<file path="src/gcm_defs.svh">
// Register offsets, field positions, reset values and timing counts of the clock selector
`ifndef GCM_DEFS_SVH
`define GCM_DEFS_SVH

`define GCM_OFS_CTRL 12'h000
`define GCM_OFS_FORCE 12'h004
`define GCM_OFS_STATUS 12'h008

`define GCM_BIT_SEL 0
`define GCM_BIT_GATE_LO 1
`define GCM_BIT_GATE_HI 2
`define GCM_BIT_DIS_LVL 3
`define GCM_BIT_SLEEP_N 4
`define GCM_BIT_STRB 0
`define GCM_BIT_PARKED 1
`define GCM_BIT_SWITCHING 2

`define GCM_CTRL_RESET 5'h10
`define GCM_NUM_OUT 10
`define GCM_MAX_EDGES 2'h3

`define GCM_RESP_OKAY 2'h0
`define GCM_RESP_DECERR 2'h3

`endif

</file>
<file path="src/gcm_pkg.sv">
// Types shared by the clock selector
package gcm_pkg;

	typedef struct packed {
		logic sleep_control_n;
		logic disable_level;
		logic gate_bank_high;
		logic gate_bank_low;
		logic input_select;
	} gcm_ctrl_t;

	typedef enum logic [1:0] {
		GCM_RUN,
		GCM_PARK_OLD,
		GCM_WAIT_NEW
	} gcm_state_t;

	typedef struct packed {
		logic [11:0] addr;
		logic full;
	} gcm_addr_hold_t;

endpackage

</file>
<file path="src/gcm_clock_mux.sv">
// Glitchless two-input clock selector with ten gated differential outputs
//
// Our own choices: register access over AXI4-Lite and the address map.
`timescale 1ns/1ps
`include "gcm_defs.svh"

module gcm_clock_mux #(
	parameter int NUM_OUT = `GCM_NUM_OUT
) (
	// System clock and reset
	input wire logic CLK_SYS,
	input wire logic RESETN,
	// Source clocks from pins
	input wire logic CLK_IN1,
	input wire logic CLK_IN2,
	// Differential outputs
	output logic [NUM_OUT-1:0] Q_TRUE,
	output logic [NUM_OUT-1:0] Q_COMP,
	// AXI4-Lite write address and data
	input wire logic [11:0] AWADDR,
	input wire logic AWVALID,
	output logic AWREADY,
	input wire logic [31:0] WDATA,
	input wire logic [3:0] WSTRB,
	input wire logic WVALID,
	output logic WREADY,
	// AXI4-Lite write response
	output logic [1:0] BRESP,
	output logic BVALID,
	input wire logic BREADY,
	// AXI4-Lite read
	input wire logic [11:0] ARADDR,
	input wire logic ARVALID,
	output logic ARREADY,
	output logic [31:0] RDATA,
	output logic [1:0] RRESP,
	output logic RVALID,
	input wire logic RREADY
);

	localparam int HALF = NUM_OUT / 2;

	////////////////////////////////////////////////////////////////////////////////
	// Pin synchronisers: first stage feeds only the second
	logic [1:0] sync_a;
	logic [1:0] sync_b;
	logic [1:0] clk_lvl;
	logic [1:0] clk_prev;

	// Three flops per clock, plus one more for edge detection
	always_ff @(posedge CLK_SYS) begin
		sync_a <= {CLK_IN2, CLK_IN1};
		sync_b <= sync_a;
		clk_lvl <= sync_b;
		clk_prev <= clk_lvl;
	end

	////////////////////////////////////////////////////////////////////////////////
	// Register file over AXI4-Lite
	gcm_pkg::gcm_ctrl_t ctrl, next_ctrl;
	gcm_pkg::gcm_addr_hold_t aw_hold, next_aw_hold;
	logic w_full, next_w_full;
	logic [31:0] w_data, next_w_data;
	logic [3:0] w_strb, next_w_strb;
	logic force_bit, next_force_bit;
	logic next_awready, next_wready, next_bvalid, next_arready, next_rvalid;
	logic [1:0] next_bresp, next_rresp;
	logic [31:0] next_rdata;
	logic do_write;
	gcm_pkg::gcm_state_t state, next_state;
	logic cur_sel, next_cur_sel;
	logic gate_en, next_gate_en;
	logic [1:0] edge_cnt, next_edge_cnt;

	// Write takes address and data in either order, then one response
	always_comb begin
		next_ctrl = ctrl;
		next_aw_hold = aw_hold;
		next_w_full = w_full;
		next_w_data = w_data;
		next_w_strb = w_strb;
		next_force_bit = force_bit;
		next_bvalid = BVALID;
		next_bresp = BRESP;
		if (AWVALID && AWREADY) begin
			next_aw_hold.full = 1'b1;
			next_aw_hold.addr = AWADDR;
		end
		if (WVALID && WREADY) begin
			next_w_full = 1'b1;
			next_w_data = WDATA;
			next_w_strb = WSTRB;
		end
		if (BVALID && BREADY) begin
			next_bvalid = 1'b0;
		end
		do_write = aw_hold.full && w_full && !BVALID;
		if (do_write) begin
			next_aw_hold.full = 1'b0;
			next_w_full = 1'b0;
			next_bvalid = 1'b1;
			next_bresp = `GCM_RESP_OKAY;
			case (aw_hold.addr)
				`GCM_OFS_CTRL: begin
					if (w_strb[0]) begin
						next_ctrl = w_data[4:0];
					end
				end
				`GCM_OFS_FORCE: begin
					if (w_strb[0]) begin
						next_force_bit = w_data[`GCM_BIT_STRB];
					end
				end
				`GCM_OFS_STATUS: ;
				default: next_bresp = `GCM_RESP_DECERR;
			endcase
		end
		// Ready drops while a word is held so nothing is overwritten
		next_awready = !next_aw_hold.full && !next_bvalid;
		next_wready = !next_w_full && !next_bvalid;
	end

	// Read answers one cycle after the address is taken
	always_comb begin
		next_rvalid = RVALID;
		next_rdata = RDATA;
		next_rresp = RRESP;
		if (RVALID && RREADY) begin
			next_rvalid = 1'b0;
		end
		if (ARVALID && ARREADY) begin
			next_rvalid = 1'b1;
			next_rresp = `GCM_RESP_OKAY;
			case (ARADDR)
				`GCM_OFS_CTRL: next_rdata = {27'h0000000, ctrl};
				`GCM_OFS_FORCE: next_rdata = {31'h00000000, force_bit};
				`GCM_OFS_STATUS: next_rdata = {29'h00000000,
					state != gcm_pkg::GCM_RUN, !gate_en, cur_sel};
				default: begin
					next_rdata = 32'h00000000;
					next_rresp = `GCM_RESP_DECERR;
				end
			endcase
		end
		next_arready = !next_rvalid;
	end

	// Register stage of the bus slave
	always_ff @(posedge CLK_SYS) begin
		if (!RESETN) begin
			ctrl <= `GCM_CTRL_RESET;
			aw_hold <= '0;
			w_full <= 1'b0;
			w_data <= 32'h00000000;
			w_strb <= 4'h0;
			force_bit <= 1'b0;
			AWREADY <= 1'b0;
			WREADY <= 1'b0;
			BVALID <= 1'b0;
			BRESP <= 2'h0;
			ARREADY <= 1'b0;
			RVALID <= 1'b0;
			RDATA <= 32'h00000000;
			RRESP <= 2'h0;
		end else begin
			ctrl <= next_ctrl;
			aw_hold <= next_aw_hold;
			w_full <= next_w_full;
			w_data <= next_w_data;
			w_strb <= next_w_strb;
			force_bit <= next_force_bit;
			AWREADY <= next_awready;
			WREADY <= next_wready;
			BVALID <= next_bvalid;
			BRESP <= next_bresp;
			ARREADY <= next_arready;
			RVALID <= next_rvalid;
			RDATA <= next_rdata;
			RRESP <= next_rresp;
		end
	end

	////////////////////////////////////////////////////////////////////////////////
	// Change-over state machine
	logic force_prev;
	logic force_rise;
	logic old_lvl, old_rise, new_lvl, new_rise;

	// Select low picks the second source
	always_comb begin
		old_lvl = cur_sel ? clk_lvl[0] : clk_lvl[1];
		old_rise = cur_sel ? (clk_lvl[0] && !clk_prev[0]) : (clk_lvl[1] && !clk_prev[1]);
		new_lvl = ctrl.input_select ? clk_lvl[0] : clk_lvl[1];
		new_rise = ctrl.input_select ? (clk_lvl[0] && !clk_prev[0])
			: (clk_lvl[1] && !clk_prev[1]);
		force_rise = force_bit && !force_prev;
	end

	// Next state; gating changes only while the clock is low, so no runt, except on a forced strobe or sleep
	always_comb begin
		next_state = state;
		next_cur_sel = cur_sel;
		next_gate_en = gate_en;
		next_edge_cnt = edge_cnt;
		case (state)
			gcm_pkg::GCM_RUN: begin
				if (ctrl.input_select != cur_sel) begin
					next_state = gcm_pkg::GCM_PARK_OLD;
					next_edge_cnt = 2'h0;
				end
			end
			gcm_pkg::GCM_PARK_OLD: begin
				// Park at the first low phase of the old clock
				if (!old_lvl) begin
					next_gate_en = 1'b0;
					next_cur_sel = ctrl.input_select;
					next_state = gcm_pkg::GCM_WAIT_NEW;
					next_edge_cnt = 2'h0;
				end else if (old_rise && edge_cnt != `GCM_MAX_EDGES) begin
					next_edge_cnt = edge_cnt + 2'h1;
				end
			end
			gcm_pkg::GCM_WAIT_NEW: begin
				// Resume on the low phase after one full new-clock edge
				if (edge_cnt != 2'h0 && !old_lvl) begin
					next_gate_en = 1'b1;
					next_state = gcm_pkg::GCM_RUN;
				end else if (old_rise && edge_cnt != `GCM_MAX_EDGES) begin
					next_edge_cnt = edge_cnt + 2'h1;
				end
				// A dead new clock never counts, so the outputs stay parked
				if (ctrl.input_select != cur_sel) begin
					next_cur_sel = ctrl.input_select;
					next_edge_cnt = 2'h0;
				end
			end
			default: begin
				next_state = gcm_pkg::GCM_RUN;
			end
		endcase
		// Forcing skips a possibly dead old clock entirely
		if (force_rise) begin
			next_gate_en = 1'b0;
			next_cur_sel = ctrl.input_select;
			next_state = gcm_pkg::GCM_WAIT_NEW;
			next_edge_cnt = 2'h0;
		end
		// Sleep freezes the selector parked; wake restarts cleanly
		if (!ctrl.sleep_control_n) begin
			next_gate_en = 1'b0;
			next_cur_sel = ctrl.input_select;
			next_state = gcm_pkg::GCM_WAIT_NEW;
			next_edge_cnt = 2'h0;
		end
	end

	// State registers
	always_ff @(posedge CLK_SYS) begin
		if (!RESETN) begin
			state <= gcm_pkg::GCM_WAIT_NEW;
			cur_sel <= 1'b0;
			gate_en <= 1'b0;
			edge_cnt <= 2'h0;
			force_prev <= 1'b0;
		end else begin
			state <= next_state;
			cur_sel <= next_cur_sel;
			gate_en <= next_gate_en;
			edge_cnt <= next_edge_cnt;
			force_prev <= force_bit;
		end
	end

	////////////////////////////////////////////////////////////////////////////////
	// Output fan-out with per-bank gating
	logic [NUM_OUT-1:0] next_q_true, next_q_comp;
	logic mux_clk;

	// Gates act on the very next edge, without waiting for a clock phase
	always_comb begin
		mux_clk = gate_en && old_lvl;
		for (int i = 0; i < NUM_OUT; i++) begin
			if (!ctrl.sleep_control_n) begin
				next_q_true[i] = 1'b1;
				next_q_comp[i] = 1'b1;
			end else if ((i < HALF) ? ctrl.gate_bank_low : ctrl.gate_bank_high) begin
				next_q_true[i] = ctrl.disable_level;
				next_q_comp[i] = !ctrl.disable_level;
			end else begin
				next_q_true[i] = mux_clk;
				next_q_comp[i] = !mux_clk;
			end
		end
	end

	// Output flops
	always_ff @(posedge CLK_SYS) begin
		if (!RESETN) begin
			Q_TRUE <= '0;
			Q_COMP <= '1;
		end else begin
			Q_TRUE <= next_q_true;
			Q_COMP <= next_q_comp;
		end
	end
endmodule

</file>
<file path="config.mk">
export PLATFORM = sky130hd
export DESIGN_NAME = gcm_clock_mux
export DESIGN_NICKNAME = d
export VERILOG_FILES = /design/src/gcm_pkg.sv /design/src/gcm_clock_mux.sv
export VERILOG_INCLUDE_DIRS = /design/src
export SDC_FILE = /design/constraint.sdc
export NUM_CORES = 1
export LEC_CHECK = 0
export ABC_AREA = 1
export BUFFER_PORTS_ARGS = -buffer_cell sky130_fd_sc_hd__buf_4
export CAP_MARGIN = 10
export CORE_UTILIZATION = 40
export DETAILED_ROUTE_END_ITERATION = 7
export MAX_ROUTING_LAYER = met4
export PLACE_DENSITY = 0.71
export RECOVER_POWER = 25
export SLEW_MARGIN = 20
export SYNTH_ARGS = -nofsm -noshare
export SYNTH_HDL_FRONTEND = slang
export SYNTH_SLANG_ARGS = --single-unit
</file>
<file path="constraint.sdc">
create_clock -name CLK_SYS -period 1.2 [get_ports CLK_SYS]
set_input_delay 0.06 -clock CLK_SYS [delete_from_list [all_inputs] [get_ports CLK_SYS]]
set_output_delay 0.06 -clock CLK_SYS [all_outputs]
set_load 0.005 [all_outputs]
</file>
==> results.py, run 1 <==
metrics = {
    "run_status": {
        "run_status": "finished, violations left",
        "violations": "setup timing",
    },
    "global_routing": {
        "grt_max_degree": 30,
        "grt_pass1_wl_um": 9501,
        "overflow": 0,
        "grt_usage": 0.1729,
        "grt_pass1_vias": 2339,
        "antenna_found_initial": 0,
    },
    "power": {
        "leakage_nw": 1.744,
        "vdd_ir_drop_max_uv": 1021,
        "powerDensity_nw_per_um2": 1468,
    },
    "clock_network": {
        "numCtsBuffers": 9,
        "ctsRootBufferMaster": "clkbuf_8",
        "clkSlewWorstSetupHoldPaths_ns": 0.07,
        "htree_levels": 3,
        "insertion_delay_ns": 0.33,
        "clk_path_buf_depth": 2,
        "cts_tree": "built",
        "cts_sinks": 57,
    },
    "placed_design": {
        "gp_congestion": 0.7965,
        "post-place-ws_ns": -0.1090,
        "dp_hpwl_um": 4010,
        "portBuffers": 72,
    },
    "critical_path": {
        "cp_cell_sequence": "inv_2 > ha_2 > nand3b_1 > nor2_2 > nor2_4 > nand2_2 > nand2_1 > nand2_1 > nor2_2",
        "path_class": "register to register",
        "cp_max_fo": 4,
        "slowest_delay_ns": 0.33,
        "slowest_stage": "dfxtp_2",
        "crit_path_start_kind": "register",
        "cp.buffers_inverters": 1,
        "path_delay_family": "simple AND/OR/NAND/NOR gates",
        "cp-end-kind": "register",
        "cp_data_required_time_ns": 1.43,
        "arrival_ns": 1.50,
    },
    "sta": {
        "fin_ws_ns": -0.06800,
        "grt_setup_unrepaired": "true",
        "finalHoldViolations": 0,
        "timing.fmax_mhz": 788.6,
        "slew_viol_final": 0,
        "finalCritPeriodShare": 1.057,
        "finalCriticalPeriod_ns": 1.268,
        "finalSetupViolations": 10,
        "skew_ns": 0.004309,
        "setup-tns-final_ns": -0.4043,
    },
    "drt": {
        "drt-pass1-iter-count": 4,
        "drt_iter0_drc": 69,
        "dr_total_vias": 2406,
        "route.detailed.drc": 0,
        "wl_per_cell_um": 10.61,
        "viasPerCell": 4.540,
        "wl_um": 5625,
        "antenna_left": 0,
    },
    "synth": {
        "synth_commonest_cells": "dfxtp_1, nand2_1, buf_4",
        "ys_top_cells_by_area": "dfxtp_1, buf_4, nand2_1",
        "synth_edf_count": 0,
        "netlist.area_leader.share": 0.4288,
        "syn_inst": 351,
        "async_flop_share": 0,
        "synth.avg_cell_area_um2": 7.582,
        "ys_seq_elements": 57,
        "syn_area_um2": 2661,
        "synth_top_area_cell": "dfxtp_1",
        "yosysMostFrequentCell": "dfxtp_1",
        "synth_ff_type": "dfxtp_1",
        "yosysSeqAreaShare": 0.4288,
        "yosysUniqueCellTypes": 26,
        "yosys_warnings": 0,
    },
    "floorplanning": {
        "die-area_um2": 6983,
        "ioPinCount": 130,
        "die_h_um": 83.57,
        "core_um2": 6386,
        "initial_utilization": 0.4167,
        "row_count": 29,
        "die_width_um": 83.57,
    },
    "flow_run": {
        "cap_violations": 0,
    },
    "finish": {
        "final_layout_size_suffix_gt1_frac": 0.3907,
        "antennaDiodeCount": 0,
        "area_delta_synth_final_pct": 37.94,
        "fin_nets": 524,
        "utilization": 0.5748,
    },
    "min_path": {
        "hold_path_class": "input port to register",
    },
}
-- cells in the final DEF, fill, tap and decap left out, types with 11 or more instances in the layout --
cell	instances
a21oi_1	19
clkbuf_4	11
dfxtp_1	49
nand2_1	41
o21ai_0	24
buf_4	90
inv_1	33
nand3_1	11
nor2_1	38
conb_1	27
nand2_2	15
-- where the power goes --
group | switching [mW] | total (mW) | internal, mW
combinational | 0.737 | 1.44 | 0.705
clock | 0.761 | 1.77 | 1.01
sequential | 0.114 | 2.18 | 2.06
total | 1.61 | 5.39 | 3.78
-- sequential cells by signal, indices dropped and copies added (netlist names), 2 cells and up --
register / count
sync_a: 2
w_data: 5
Q_TRUE: 2
clk_prev: 2
edge_cnt: 2
ctrl: 5
aw_hold: 13
RDATA: 5
Q_COMP: 2
clk_lvl: 2
sync_b: 2
state: 2
-- through the flow --
stage          cells  hold slack (ns)  total power, mW  area (um2)
2_1_floorplan    377          0.08772            3.026        2763
3_3_place_gp     496           0.1651            3.394        3196
3_5_place_dp     496           0.1658            3.440        3196
4_1_cts          529         0.002705            5.367        3576
5_1_grt          530          0.01866            5.741        3671
6_report         530          0.01151            5.389        3671
-- worst register-to-register path, delay by kind of cell, from the launching register on --
kind	cells	cell delay, ns
simple gates	7	0.64
flops	1	0.33
fa+ha+maj	1	0.16
buf+inv	1	0.04
-- path summary, 6_finish.rpt --
path / from / to / slack, ns / depth (start not counted)
setup / recovery: edge_cnt[0] / edge_cnt[0] / -0.07 / 9
hold / removal: WSTRB[0] / w_strb[0] / 0.01 / 3
setup reg to reg: edge_cnt[0] / edge_cnt[0] / -0.07 / 9
hold reg to reg: sync_b[1] / clk_lvl[1] / 0.33 / 0
-- repair_timing --
action                                 CTS  global route
setup endpoints to repair               14            22
endpoints found under the hold margin   10             0
hold buffers                            10             0
pin swaps                                7            18
gates cloned                             0             0
buffers inserted                         7             2
resized for setup                       14            42
-- cell type report --
type / instances / area, um2
Sequential cell: 57 / 1154
Multi-Input combinational cell: 225 / 1197
Clock inverter: 5 / 55.05
Tap cell: 77 / 96.34
Fill cell: 598 / 2715
Timing Repair Buffer: 111 / 858.3
Clock buffer: 11 / 141.4
Inverter: 44 / 168.9
-- layer usage --
layer  part of all wire  GRT usage  vias up
li1                   -          -     1234
met1               0.41     0.1796     1062
met2               0.49     0.2979       97
met3              0.075    0.05737       13
met4              0.021    0.07550        0
met5                  0          -        -
-- logic make-up after synthesis --
| kind of cell | count (synthesis) | share of synthesized area |
|---|---|---|
| other | 1 | 0.001409 |
| AOI/OAI and AO/OA | 65 | 0.1298 |
| buffers and inverters | 95 | 0.1979 |
| xor gates and xnor gates | 1 | 0.003292 |
| and+or+nand+nor | 125 | 0.2059 |
| adders and majority gates | 7 | 0.03291 |
| DFF | 57 | 0.4288 |
Power figures use the tool's default switching activity.
==> run 2: changes to the inputs <==
RECOVER_POWER = not set   (was 25)
==> results.py, run 2 (same netlist as run 1, synthesis figures left out) <==
metrics = {
    "run_status": {
        "run_status": "finished, violations left",
        "violations": "setup timing",
    },
    "floorplanning": {
        "ioPinCount": 130,
        "initial_utilization": 0.4167,
        "core_um2": 6386,
        "die_width_um": 83.57,
        "die_h_um": 83.57,
        "row_count": 29,
        "die-area_um2": 6983,
    },
    "placed_design": {
        "post-place-ws_ns": -0.1090,
        "placed_cells": 496,
        "dp_hpwl_um": 4010,
        "portBuffers": 72,
        "dpl-instance-area_um2": 3196,
        "gp_congestion": 0.7965,
    },
    "power": {
        "seqPwrFrac": 0.404,
        "sw_frac_of_total": 0.2989,
        "powerDensity_nw_per_um2": 1468,
        "p_int_mw": 3.778,
        "vdd_ir_drop_max_uv": 1018,
        "power.total_mw": 5.389,
        "p_switching_mw": 1.611,
        "power_frac_comb": 0.268,
        "clkPwrFrac": 0.328,
        "leakage_nw": 1.749,
    },
    "clock_network": {
        "ctsRootBufferMaster": "clkbuf_8",
        "insertion_delay_ns": 0.33,
        "numCtsBuffers": 9,
        "cts_tree": "built",
        "htree_levels": 3,
        "clkSlewWorstSetupHoldPaths_ns": 0.07,
        "cts_sinks": 57,
        "clk_path_buf_depth": 2,
    },
    "flow_run": {
        "cap_violations": 0,
    },
    "finish": {
        "antennaDiodeCount": 0,
        "fin_nets": 524,
        "final_layout_size_suffix_gt1_frac": 0.3907,
        "fin_cells": 530,
        "layout_common_cells": "buf_4, dfxtp_1, nand2_1",
        "largest_register_ff_count": 13,
        "regMostFlops": "aw_hold",
        "area_delta_synth_final_pct": 37.94,
        "multi_input_area_um2": 1197,
        "n_fill_cell": 598,
        "layout_commonest_cell": "buf_4",
        "register_area_um2": 1154,
        "utilization": 0.5748,
        "design_area_um2": 3671,
    },
    "critical_path": {
        "r2r_start": "edge_cnt[0]",
        "rrSetupSlack_ns": -0.07,
        "arrival_ns": 1.50,
        "path_class": "register to register",
        "cp-end-kind": "register",
        "crit_path_start_kind": "register",
        "r2r-end": "edge_cnt[0]",
        "cp_data_required_time_ns": 1.43,
        "cp_max_fo": 4,
        "r2r_cells": 9,
    },
    "sta": {
        "finalHoldViolations": 0,
        "grt_setup_unrepaired": "true",
        "finalCritPeriodShare": 1.057,
        "setup-tns-final_ns": -0.4054,
        "timing.hold.ws_ns": 0.01125,
        "finalCriticalPeriod_ns": 1.268,
        "timing.fmax_mhz": 788.6,
        "slew_viol_final": 0,
        "skew_ns": 0.004265,
        "fin_ws_ns": -0.06800,
        "finalSetupViolations": 10,
    },
    "min_path": {
        "hold_depth": 3,
        "whs_endpoint": "aw_hold[3]",
        "hold_path_class": "input port to register",
        "worstHoldStart": "AWADDR[2]",
    },
    "global_routing": {
        "grt_pass1_wl_um": 9501,
        "use_met3": 0.05737,
        "grt_pass1_vias": 2339,
        "top_usage_layer": "met2",
        "gr-usage-met2": 0.2979,
        "overflow": 0,
        "grt_max_degree": 30,
        "use_met1": 0.1796,
        "antenna_found_initial": 0,
        "grt_usage": 0.1729,
    },
    "drt": {
        "wl_per_cell_um": 10.61,
        "viasPerCell": 4.511,
        "wl_um": 5621,
        "antenna_left": 0,
        "drt_iter0_drc": 79,
        "route.detailed.drc": 0,
        "dr_total_vias": 2391,
        "drt-pass1-iter-count": 4,
    },
}
[run 2: cell count changes in the layout (fill, tap and decap cells not counted), sizes merged]
cell,change
clkbuf,-11
buf,+11
[run 2: worst max-delay path by stage]
stage	cells after the start	slack [ns]	endpoint	start
floorplan	9	0.005	edge_cnt[0]	edge_cnt[0]
global placement	7	-0.04	state[0]	edge_cnt[1]
detailed placement	7	-0.11	ctrl[3]	aw_hold[1]
CTS	9	-0.09	edge_cnt[1]	edge_cnt[0]
global route	7	-0.16	ctrl[0]	aw_hold[7]
finish	9	-0.07	edge_cnt[0]	edge_cnt[0]
[run 2: timing repair]
item                       in CTS  in global routing
pin swaps                       7                 18
hold endpoints to repair       10                  0
buffers inserted                7                  2
hold buffers                   10                  0
setup endpoints to repair      14                 22
gates resized for setup        14                 42
[run 2: cell type report]
class	instances	area share
clock buffer	11	0.03851
clock inverter	5	0.01500
inverter	44	0.04601
multi-input combinational	225	0.3262
sequential	57	0.3142
tap	77	0.02624
timing repair buffer	111	0.2338
[run 2: power by group through the flow]
stage	Combinational [mW]	Sequential (mW)	Clock, mW
2_1_floorplan	0.847	2.18	0
3_3_place_gp	1.21	2.18	0
3_5_place_dp	1.25	2.19	0
4_1_cts	1.41	2.16	1.80
5_1_grt	1.64	2.20	1.90
6_report	1.44	2.18	1.77
[run 2: critical path, cell delays in order, from the launching register on]
cell and delay [ns]:
dfxtp_2 0.33, inv_2 0.04, ha_2 0.16, nand3b_1 0.20, nor2_2 0.16, nor2_4 0.07
nand2_2 0.06, nand2_1 0.05, nand2_1 0.07, nor2_2 0.03
[run 2: per-layer routing]
| layer | wire, um | part of all wire |
|---|---|---|
| met5 | 0 | 0 |
| met1 | 2337 | 0.42 |
| met3 | 416 | 0.074 |
| met4 | 118 | 0.021 |
| met2 | 2749 | 0.49 |
